$ cat config.mk
export PLATFORM = sky130hd
export DESIGN_NAME = dbh_glue_end_flat
export DESIGN_NICKNAME = d
export VERILOG_FILES = /design/src/rtl/dbh_pkg.sv /design/src/rtl/dbh_if.sv /design/src/rtl/dbh_glue_end.sv /design/src/flat_wrapper.sv
export SDC_FILE = /design/constraint.sdc
export NUM_CORES = 1
export LEC_CHECK = 0
export ABC_AREA = 1
export BUFFER_PORTS_ARGS = -buffer_cell sky130_fd_sc_hd__buf_2
export CAP_MARGIN = 20
export CORE_MARGIN = 1
export CORE_UTILIZATION = 48
export DETAILED_ROUTE_END_ITERATION = 8
export PLACE_DENSITY_LB_ADDON = 0.05
export RECOVER_POWER = 50
export SLEW_MARGIN = 40
export SYNTH_ARGS = -nofsm -noshare
export SYNTH_HDL_FRONTEND = slang
export SYNTH_SLANG_ARGS = --single-unit
$ cat constraint.sdc
create_clock -name clk_in -period 1.4 [get_ports clk_in]
set_clock_uncertainty 0.1 [all_clocks]
set_input_delay 0.21 -clock clk_in [delete_from_list [all_inputs] [get_ports clk_in]]
set_output_delay 0.21 -clock clk_in [all_outputs]
set_load 0.005 [all_outputs]
$ cat src/rtl/dbh_pkg.sv
// package: shared constants and types for the dma bus handover glue
package dbh_pkg;
  localparam int unsigned CLK_PERIOD_NS     = 10;
  localparam int unsigned DMA_WAIT_CLKS     = 2;
  localparam int unsigned READY_HOLD_CLKS   = 2;
  localparam int unsigned CMD_DELAY_CLKS    = 2;
  localparam int unsigned ADDR_W            = 8;
  localparam int unsigned DATA_W            = 16;
  localparam int unsigned IO_ADDR_W         = 16;
  localparam logic [15:0] DMA_IO_BASE_RST   = 16'h0100;
  localparam logic [15:0] DMA_IO_MASK_RST   = 16'hff00;

  typedef enum logic [4:0]
  {
    DBH_ST_CPU      = 5'b0_0001,
    DBH_ST_TO_DMA   = 5'b0_0010,
    DBH_ST_DMA      = 5'b0_0100,
    DBH_ST_TO_CPU   = 5'b0_1000,
    DBH_ST_SLAVE    = 5'b1_0000
  } dbh_state_t;
endpackage : dbh_pkg

$ cat src/rtl/dbh_if.sv
// interface: link between processor-side glue and dma-side glue
`timescale 1ns/100ps
`default_nettype none
interface dbh_if;
  logic        dma_hold_request;
  logic        cpu_hold_request_sync;
  logic        hold_grant;
  logic        cpu_buf_en;
  logic        dma_buf_en;
  logic        dma_ale;
  logic        dma_ready;
  logic        dma_chip_select_n;
  logic        dma_rd_n;
  logic        dma_wr_n;
  logic        bus_status0_n;
  logic        bus_status1_n;
  logic [7:0]  reg_addr;
  logic        reg_addr_oe;
  logic        byte_high_enable_n;
  logic [15:0] data_to_dma;
  logic        data_to_dma_oe;
  logic [15:0] data_from_dma;
  logic        data_from_dma_oe;
  logic        mode_strap_pin;
  logic        dma_reset;

  modport glue
  (
    input  dma_hold_request, dma_ale, data_from_dma, data_from_dma_oe,
    output cpu_hold_request_sync, hold_grant, cpu_buf_en, dma_buf_en, dma_ready,
    output dma_chip_select_n, dma_rd_n, dma_wr_n, bus_status0_n, bus_status1_n,
    output reg_addr, reg_addr_oe, byte_high_enable_n, data_to_dma, data_to_dma_oe,
    output mode_strap_pin, dma_reset
  );
  modport dma
  (
    output dma_hold_request, dma_ale, data_from_dma, data_from_dma_oe,
    input  cpu_hold_request_sync, hold_grant, cpu_buf_en, dma_buf_en, dma_ready,
    input  dma_chip_select_n, dma_rd_n, dma_wr_n, bus_status0_n, bus_status1_n,
    input  reg_addr, reg_addr_oe, byte_high_enable_n, data_to_dma, data_to_dma_oe,
    input  mode_strap_pin, dma_reset
  );
endinterface : dbh_if
`default_nettype wire

$ cat src/rtl/dbh_glue_end.sv
// processor-side glue: hold handover, buffer steering, waits, slave path
`timescale 1ns/100ps
`default_nettype none
// Behaviour
// - dma request synchronised, drives processor hold
// - processor finishes cycle, floats, then grants
// - float disables cpu buffers, grant enables dma buffers
// - dma address strobe starts wait generator
// - each dma wait lasts two clocks
// - request low returns bus to processor
// - top address pin held high during reset
// - select, strobes, 8-bit address, 16-bit data
// - status inputs held high in slave access
// - address and byte-high latched, bidirectional
// - decoded chip select for dma io range
// - read/write strobes delayed after chip select
// - ready held two clocks via extend pulse
module dbh_glue_end
  import dbh_pkg::*;
#(
  parameter int unsigned WAIT_STATES = 1,
  parameter logic [15:0] IO_BASE     = DMA_IO_BASE_RST,
  parameter logic [15:0] IO_MASK     = DMA_IO_MASK_RST
)
(
  // clock and reset
  input  wire logic                 clk_in,
  input  wire logic                 reset_in,
  // processor bus
  input  wire logic                 cpu_cycle_busy_in,
  input  wire logic                 cpu_io_req_in,
  input  wire logic                 cpu_write_in,
  input  wire logic [IO_ADDR_W-1:0] cpu_addr_in,
  input  wire logic                 cpu_bhe_n_in,
  input  wire logic [DATA_W-1:0]    cpu_wdata_in,
  output logic [DATA_W-1:0]         cpu_rdata_out,
  output logic                      cpu_ready_out,
  output logic                      cpu_floated_out,
  output logic                      cpu_buf_en_out,
  // link
  dbh_if.glue                       link
);
  dbh_state_t           st_ff, nxt_st;
  logic [2:0]           req_sync_ff;
  logic                 hold_ff, nxt_hold;
  logic                 grant_ff, nxt_grant;
  logic                 float_ff, nxt_float;
  logic                 cbuf_ff, nxt_cbuf;
  logic                 dbuf_ff, nxt_dbuf;
  logic                 half_ff;
  logic [3:0]           wcnt_ff, nxt_wcnt;
  logic                 async_ready_term;
  logic                 rpl_ff, nxt_rpl;
  logic                 rdy_ff, nxt_rdy;
  logic                 cs_n_ff, nxt_cs_n;
  logic                 rd_n_ff, nxt_rd_n;
  logic                 wr_n_ff, nxt_wr_n;
  logic [1:0]           dly_ff, nxt_dly;
  logic [ADDR_W-1:0]    addr_ff, nxt_addr;
  logic                 bhe_ff, nxt_bhe;
  logic [DATA_W-1:0]    wdat_ff, nxt_wdat;
  logic [DATA_W-1:0]    rdat_ff, nxt_rdat;
  logic                 strap_ff;
  logic                 dma_rst_ff;
  logic                 sel_hit;

  assign sel_hit = cpu_io_req_in & ((cpu_addr_in & IO_MASK) == IO_BASE);
  assign async_ready_term    = (wcnt_ff == 4'(WAIT_STATES * DMA_WAIT_CLKS)) & half_ff;

  always_comb
  begin
    nxt_st    = st_ff;
    nxt_hold  = req_sync_ff[2] & req_sync_ff[1];
    nxt_grant = grant_ff;
    nxt_float = float_ff;
    nxt_cbuf  = cbuf_ff;
    nxt_dbuf  = dbuf_ff;
    nxt_cs_n  = 1'b1;
    nxt_rd_n  = 1'b1;
    nxt_wr_n  = 1'b1;
    nxt_dly   = 2'b00;
    nxt_addr  = addr_ff;
    nxt_bhe   = bhe_ff;
    nxt_wdat  = wdat_ff;
    nxt_rdat  = rdat_ff;
    case (st_ff)
      DBH_ST_CPU:
      begin
        if (hold_ff & ~cpu_cycle_busy_in)
        begin
          nxt_float = 1'b1;
          nxt_cbuf  = 1'b0;
          nxt_st    = DBH_ST_TO_DMA;
        end
        else if (sel_hit)
        begin
          nxt_addr = cpu_addr_in[ADDR_W-1:0];
          nxt_bhe  = cpu_bhe_n_in;
          nxt_wdat = cpu_wdata_in;
          nxt_cs_n = 1'b0;
          nxt_st   = DBH_ST_SLAVE;
        end
      end
      DBH_ST_TO_DMA:
      begin
        nxt_grant = 1'b1;
        nxt_dbuf  = 1'b1;
        nxt_st    = DBH_ST_DMA;
      end
      DBH_ST_DMA:
      begin
        if (~hold_ff)
        begin
          nxt_dbuf = 1'b0;
          nxt_st   = DBH_ST_TO_CPU;
        end
      end
      DBH_ST_TO_CPU:
      begin
        nxt_grant = 1'b0;
        nxt_float = 1'b0;
        nxt_cbuf  = 1'b1;
        nxt_st    = DBH_ST_CPU;
      end
      DBH_ST_SLAVE:
      begin
        nxt_cs_n = 1'b0;
        nxt_dly  = (dly_ff == 2'(CMD_DELAY_CLKS)) ? dly_ff : dly_ff + 2'b01;
        if (dly_ff == 2'(CMD_DELAY_CLKS))
        begin
          nxt_rd_n = cpu_write_in;
          nxt_wr_n = ~cpu_write_in;
        end
        if (link.data_from_dma_oe)
        begin
          nxt_rdat = link.data_from_dma;
        end
        if (rdy_ff & ~rpl_ff)
        begin
          nxt_cs_n = 1'b1;
          nxt_rd_n = 1'b1;
          nxt_wr_n = 1'b1;
          nxt_st   = DBH_ST_CPU;
        end
      end
      default:
      begin
        nxt_st = DBH_ST_CPU;
      end
    endcase
  end

  always_comb
  begin
    nxt_wcnt = 4'h0;
    // start once per strobe, not on every low cycle, so the count can advance
    if (link.dma_ale | (st_ff == DBH_ST_SLAVE & dly_ff == 2'(CMD_DELAY_CLKS) & rd_n_ff & wr_n_ff))
    begin
      nxt_wcnt = 4'h1;
    end
    else if (wcnt_ff != 4'h0 & ~async_ready_term)
    begin
      // hold at the target until the half-rate phase lines up
      nxt_wcnt = (wcnt_ff == 4'(WAIT_STATES * DMA_WAIT_CLKS)) ? wcnt_ff : wcnt_ff + 4'h1;
    end
    nxt_rpl = async_ready_term;
    nxt_rdy = async_ready_term | rpl_ff;
  end

  always_ff @(posedge clk_in)
  begin
    if (reset_in)
    begin
      st_ff       <= DBH_ST_CPU;
      req_sync_ff <= 3'b000;
      hold_ff     <= 1'b0;
      grant_ff    <= 1'b0;
      float_ff    <= 1'b0;
      cbuf_ff     <= 1'b1;
      dbuf_ff     <= 1'b0;
      half_ff     <= 1'b0;
      wcnt_ff     <= 4'h0;
      rpl_ff      <= 1'b0;
      rdy_ff      <= 1'b0;
      cs_n_ff     <= 1'b1;
      rd_n_ff     <= 1'b1;
      wr_n_ff     <= 1'b1;
      dly_ff      <= 2'b00;
      addr_ff     <= 8'h00;
      bhe_ff      <= 1'b1;
      wdat_ff     <= 16'h0000;
      rdat_ff     <= 16'h0000;
      strap_ff    <= 1'b1;
      dma_rst_ff  <= 1'b1;
    end
    else
    begin
      st_ff       <= nxt_st;
      req_sync_ff <= {req_sync_ff[1:0], link.dma_hold_request};
      hold_ff     <= nxt_hold;
      grant_ff    <= nxt_grant;
      float_ff    <= nxt_float;
      cbuf_ff     <= nxt_cbuf;
      dbuf_ff     <= nxt_dbuf;
      half_ff     <= ~half_ff;
      wcnt_ff     <= nxt_wcnt;
      rpl_ff      <= nxt_rpl;
      rdy_ff      <= nxt_rdy;
      cs_n_ff     <= nxt_cs_n;
      rd_n_ff     <= nxt_rd_n;
      wr_n_ff     <= nxt_wr_n;
      dly_ff      <= nxt_dly;
      addr_ff     <= nxt_addr;
      bhe_ff      <= nxt_bhe;
      wdat_ff     <= nxt_wdat;
      rdat_ff     <= nxt_rdat;
      strap_ff    <= 1'b1;
      dma_rst_ff  <= 1'b0;
    end
  end

  assign link.cpu_hold_request_sync = hold_ff;
  assign link.hold_grant            = grant_ff;
  assign link.cpu_buf_en            = cbuf_ff;
  assign link.dma_buf_en            = dbuf_ff;
  assign link.dma_ready             = rdy_ff;
  assign link.dma_chip_select_n     = cs_n_ff;
  assign link.dma_rd_n              = rd_n_ff;
  assign link.dma_wr_n              = wr_n_ff;
  assign link.bus_status0_n         = 1'b1;
  assign link.bus_status1_n         = 1'b1;
  assign link.reg_addr              = addr_ff;
  assign link.reg_addr_oe           = cbuf_ff;
  assign link.byte_high_enable_n    = bhe_ff;
  assign link.data_to_dma           = wdat_ff;
  assign link.data_to_dma_oe        = ~cs_n_ff;
  assign link.mode_strap_pin        = strap_ff;
  assign link.dma_reset             = dma_rst_ff;
  assign cpu_rdata_out              = rdat_ff;
  assign cpu_ready_out              = rdy_ff;
  assign cpu_floated_out            = float_ff;
  assign cpu_buf_en_out             = cbuf_ff;
endmodule : dbh_glue_end
`default_nettype wire

$ cat src/flat_wrapper.sv
// flat-port wrapper written by rule: the top's interface ports become plain ports
module dbh_glue_end_flat import dbh_pkg::*;
#(
  parameter int unsigned WAIT_STATES = 1,
  parameter logic [15:0] IO_BASE     = DMA_IO_BASE_RST,
  parameter logic [15:0] IO_MASK     = DMA_IO_MASK_RST
)
  (clk_in, reset_in, cpu_cycle_busy_in, cpu_io_req_in, cpu_write_in, cpu_addr_in, cpu_bhe_n_in, cpu_wdata_in, cpu_rdata_out, cpu_ready_out, cpu_floated_out, cpu_buf_en_out, link_dma_hold_request, link_dma_ale, link_data_from_dma, link_data_from_dma_oe, link_cpu_hold_request_sync, link_hold_grant, link_cpu_buf_en, link_dma_buf_en, link_dma_ready, link_dma_chip_select_n, link_dma_rd_n, link_dma_wr_n, link_bus_status0_n, link_bus_status1_n, link_reg_addr, link_reg_addr_oe, link_byte_high_enable_n, link_data_to_dma, link_data_to_dma_oe, link_mode_strap_pin, link_dma_reset);
  dbh_if link_i ();
  input  wire logic clk_in;
  input  wire logic reset_in;
  input  wire logic cpu_cycle_busy_in;
  input  wire logic cpu_io_req_in;
  input  wire logic cpu_write_in;
  input  wire logic [IO_ADDR_W-1:0] cpu_addr_in;
  input  wire logic cpu_bhe_n_in;
  input  wire logic [DATA_W-1:0] cpu_wdata_in;
  output logic [DATA_W-1:0] cpu_rdata_out;
  output logic cpu_ready_out;
  output logic cpu_floated_out;
  output logic cpu_buf_en_out;
  input wire logic [$bits(link_i.dma_hold_request)-1:0] link_dma_hold_request;
  input wire logic [$bits(link_i.dma_ale)-1:0] link_dma_ale;
  input wire logic [$bits(link_i.data_from_dma)-1:0] link_data_from_dma;
  input wire logic [$bits(link_i.data_from_dma_oe)-1:0] link_data_from_dma_oe;
  output wire logic [$bits(link_i.cpu_hold_request_sync)-1:0] link_cpu_hold_request_sync;
  output wire logic [$bits(link_i.hold_grant)-1:0] link_hold_grant;
  output wire logic [$bits(link_i.cpu_buf_en)-1:0] link_cpu_buf_en;
  output wire logic [$bits(link_i.dma_buf_en)-1:0] link_dma_buf_en;
  output wire logic [$bits(link_i.dma_ready)-1:0] link_dma_ready;
  output wire logic [$bits(link_i.dma_chip_select_n)-1:0] link_dma_chip_select_n;
  output wire logic [$bits(link_i.dma_rd_n)-1:0] link_dma_rd_n;
  output wire logic [$bits(link_i.dma_wr_n)-1:0] link_dma_wr_n;
  output wire logic [$bits(link_i.bus_status0_n)-1:0] link_bus_status0_n;
  output wire logic [$bits(link_i.bus_status1_n)-1:0] link_bus_status1_n;
  output wire logic [$bits(link_i.reg_addr)-1:0] link_reg_addr;
  output wire logic [$bits(link_i.reg_addr_oe)-1:0] link_reg_addr_oe;
  output wire logic [$bits(link_i.byte_high_enable_n)-1:0] link_byte_high_enable_n;
  output wire logic [$bits(link_i.data_to_dma)-1:0] link_data_to_dma;
  output wire logic [$bits(link_i.data_to_dma_oe)-1:0] link_data_to_dma_oe;
  output wire logic [$bits(link_i.mode_strap_pin)-1:0] link_mode_strap_pin;
  output wire logic [$bits(link_i.dma_reset)-1:0] link_dma_reset;
  assign link_i.dma_hold_request = link_dma_hold_request;
  assign link_i.dma_ale = link_dma_ale;
  assign link_i.data_from_dma = link_data_from_dma;
  assign link_i.data_from_dma_oe = link_data_from_dma_oe;
  assign link_cpu_hold_request_sync = link_i.cpu_hold_request_sync;
  assign link_hold_grant = link_i.hold_grant;
  assign link_cpu_buf_en = link_i.cpu_buf_en;
  assign link_dma_buf_en = link_i.dma_buf_en;
  assign link_dma_ready = link_i.dma_ready;
  assign link_dma_chip_select_n = link_i.dma_chip_select_n;
  assign link_dma_rd_n = link_i.dma_rd_n;
  assign link_dma_wr_n = link_i.dma_wr_n;
  assign link_bus_status0_n = link_i.bus_status0_n;
  assign link_bus_status1_n = link_i.bus_status1_n;
  assign link_reg_addr = link_i.reg_addr;
  assign link_reg_addr_oe = link_i.reg_addr_oe;
  assign link_byte_high_enable_n = link_i.byte_high_enable_n;
  assign link_data_to_dma = link_i.data_to_dma;
  assign link_data_to_dma_oe = link_i.data_to_dma_oe;
  assign link_mode_strap_pin = link_i.mode_strap_pin;
  assign link_dma_reset = link_i.dma_reset;
  dbh_glue_end #(.WAIT_STATES(WAIT_STATES), .IO_BASE(IO_BASE), .IO_MASK(IO_MASK)) u_core (.clk_in(clk_in), .reset_in(reset_in), .cpu_cycle_busy_in(cpu_cycle_busy_in), .cpu_io_req_in(cpu_io_req_in), .cpu_write_in(cpu_write_in), .cpu_addr_in(cpu_addr_in), .cpu_bhe_n_in(cpu_bhe_n_in), .cpu_wdata_in(cpu_wdata_in), .cpu_rdata_out(cpu_rdata_out), .cpu_ready_out(cpu_ready_out), .cpu_floated_out(cpu_floated_out), .cpu_buf_en_out(cpu_buf_en_out), .link(link_i));
endmodule
==> results.txt <==
Fin Hold WS = 0.01304 ns
Clock Pin Slew Worst Setup and Hold Paths = 0.07 ns
grt ovf = 0
Die Area = 0.006148 mm2
top_reg_cell synth = dfxtp_1
Synth Warn # = 0
CTS HTree Levels = 3
Detailed Route WL = 6.653 mm
status = finished with violations
Detailed Route Iter0 Violations = 69
PwrDens = 955.1 mW/mm2
Final #Nets = 595
fin. max-slew vios = 0
largest net degree at the start of global routing = 26
failing checks = setup timing
top-level port count = 115
CP startpoint kind = flip-flop
global-route wire length before repair = 10.70 mm
Peak VDD IR = 0.0005194 V
n_diodes = 0
vias in the first global route = 2,593
CP Class = reg -> reg
number of synthesized flops with an enable pin = 0
Commonest cells post-synth = nor2_1 (100), nand2_1 (74), dfxtp_1 (67)
LEAKAGE = 2.088 nW
post-DP HPWL = 4.428 mm
initial antenna violation count = 0
Die Wd = 78.41 um
Remaining DRCs = 0
Reg2Reg Setup Slack = -0.05 ns
Finished Cell Area = 0.004020 mm2
drt via density = 4.568
unrepaired setup endpoints after global routing = yes
placer congestion estimate = 0.8340
hold path depth = 3
post-synth top area share = 0.4786
Worst R2R Start = u_core.st_ff[0]$_SDFFE_PP1P_
worst r2r path cells = 9
Setup WS pre-CTS = -0.01169 ns
Synth Register Bits = 67
post-DR wirelength/cell = 10.89 um
Synth async-reset ratio = 0
worst-case clock buffer depth = 2
sink of the worst hold path = u_core.link.reg_addr[1]$_SDFFE_PP0P_
final setup margin = -0.05023 ns
Yosys top cell by area = dfxtp_1
slew margin rel. = 0.6010
Placement Cell Area = 0.003476 mm2
CP endpoint kind = flip-flop
total clock buffers created by CTS = 9
Initial Util = 0.5028
hold_sp = cpu_addr_in[1]
GRT Total Usage = 0.2205
Syn Area/Cell = 7.150 um2
Worst R2R End = u_core.link.reg_addr[0]$_SDFFE_PP0P_
CTS tree = done
core area = 0.005574 mm2
post-synthesis sequential area ratio = 0.4786
synthesized cell area = 0.002803 mm2
most frequent cell after synthesis = nor2_1
Tcrit/Tclk final = 1.036
Area Overhead vs Synth = 43.44%
Worst-Margin Slew = 0.5985 ns
Final Hold Viols = 0
Period minus WS final = 1.450 ns
# placed instances = 572
final non-filler cell total = 611
final setup fails = 10
hold crit path type = in -> reg
clock sinks = 67
Max Clk Rate = 689.5 MHz
buffers added on ports = 111
Die H = 78.41 um
routed via count = 2,791
post-synthesis cell type count = 28
CP max FO = 5
Antenna Violating Nets Remaining = 0
total power = 3.840 mW
Worst Path Arrival = 1.60 ns
top post-synthesis cells by area = dfxtp_1 (48%), nor2_1 (13%), nand2_1 (9.9%)
Clock Latency Late Sink = 0.32 ns
clock root buffer master = clkbuf_8
share of post-route cells with drive strength above 1 = 0.3135
critical path required time = 1.55 ns
Max Cap Viol = 0
Syn Inst Count = 392
Initial DRT Pass Iterations = 4
Row Count = 27
==> logic make-up after synthesis <==
group                      count (synthesis)  share of synthesized area
other                                      1                   0.001338
and+or+nand+nor                          213                     0.3179
buffers and inverters                     76                     0.1214
adders and majority gates                  4                    0.01786
AOI/OAI and AO/OA                         29                    0.05670
DFF                                       67                     0.4786
xor gates and xnor gates                   2                   0.006251
==> critical path, cell delays in order, from the launching register on <==
cell and delay (ns):
dfxtp_2 0.36, inv_2 0.04, nor2_2 0.09, nand3_2 0.11, nor2_4 0.14, nand2_4 0.13
clkbuf_16 0.19, nand2_1 0.07, nand2_1 0.05, nor2_1 0.11
==> layout make-up <==
cell class | instances | area (um2)
inverter | 56 | 210.2
multi-input combinational | 251 | 1214
timing repair buffer | 149 | 952.2
fill | 457 | 1554
clock buffer | 11 | 131.4
tap | 72 | 90.09
clock inverter | 5 | 77.57
sequential | 67 | 1345
==> registers in the layout (all words and copies together), names as in the netlist <==
name	cells
u_core.link.dma_reset	1
u_core.cpu_ready_out	1
u_core.cpu_rdata_out	16
u_core.link.data_to_dma	16
u_core.wcnt_ff	4
u_core.cpu_floated_out	1
u_core.half_ff	1
u_core.link.cpu_hold_request_sync	1
u_core.link.byte_high_enable_n	1
u_core.rpl_ff	1
u_core.link.dma_chip_select_n	1
u_core.req_sync_ff	3
u_core.link.reg_addr	8
u_core.dly_ff	2
u_core.st_ff	5
u_core.link.hold_grant	1
u_core.link.dma_buf_en	1
u_core.link.dma_wr_n	1
u_core.cpu_buf_en_out	1
u_core.link.dma_rd_n	1
==> power breakdown <==
part           internal, mW  total, mW  switching [mW]
Clock                 0.999       1.69           0.696
Sequential             1.92       1.92         0.00589
Combinational         0.118      0.221           0.103
==> what timing repair did <==
| item | CTS | global route |
|---|---|---|
| hold endpoints to repair | 18 | 0 |
| resized for setup | 6 | 29 |
| pin swaps | 2 | 7 |
| cloned | 1 | 2 |
| endpoints found under the setup margin | 20 | 43 |
| setup buffers | 3 | 0 |
| hold buffers | 17 | 0 |
==> how the worst max path moves through the flow <==
stage,slack [ns],start,cells after the start,endpoint
final,-0.05,u_core.st_ff[0]$_SDFFE_PP1P_,9,u_core.link.reg_addr[0]$_SDFFE_PP0P_
after detailed placement,-0.01,u_core.st_ff[0]$_SDFFE_PP1P_,8,u_core.link.data_to_dma[11]$_SDFFE_PP0P_
after CTS,-0.009,u_core.st_ff[0]$_SDFFE_PP1P_,9,u_core.link.reg_addr[2]$_SDFFE_PP0P_
after global placement,0.04,u_core.st_ff[0]$_SDFFE_PP1P_,6,u_core.link.dma_rd_n$_SDFF_PP1_
after global routing,-0.11,u_core.st_ff[0]$_SDFFE_PP1P_,9,u_core.link.reg_addr[0]$_SDFFE_PP0P_
after floorplan,0.09,u_core.st_ff[2]$_SDFFE_PP0P_,7,u_core.link.data_to_dma[10]$_SDFFE_PP0P_
==> layer usage <==
| metal | vias up | track usage | wire, um |
|---|---|---|---|
| li1 | 1455 | - | - |
| met1 | 1250 | 0.2649 | 3040 |
| met2 | 73 | 0.3781 | 3251 |
| met3 | 13 | 0.04302 | 228 |
| met4 | 0 | 0.1019 | 131 |
| met5 | - | 0 | 0 |
==> layout by cell type, fill, tap and decap left out, types with 2 or more instances in the layout <==
cell           Yosys  layout
o21ai_1            8       8
nand2_2            1      14
ha_1               4       3
inv_2              1       2
xor2_1             2       2
dlygate4sd3_1      0      17
clkbuf_1           8      18
buf_4              6      14
dfxtp_1           67      64
nor2_4             3       3
o21ai_0           14      14
buf_2              2      95
nor3_1            17      17
nor2_1           100      92
dfxtp_2            0       3
a21oi_1            5       5
clkbuf_8           0       9
clkinv_2           0       2
nand2_1           74      57
inv_1             54      53
buf_12             0       3
bufinv_16          0       2
nor2_2             1       9
nand2_4            0       4
conb_1             1       3
nand3_1           12      12
clkbuf_16          0       2
==> through the flow <==
| step | util | setup TNS [ns] |
|---|---|---|
| floorplan | - | 0 |
| global placement | 0.6236 | 0 |
| detailed placement | 0.6236 | -0.01256 |
| CTS | 0.7028 | -0.009217 |
| global route | 0.7212 | -2.507 |
| finish | 0.7212 | -0.1759 |
Power figures use the tool's default switching activity.
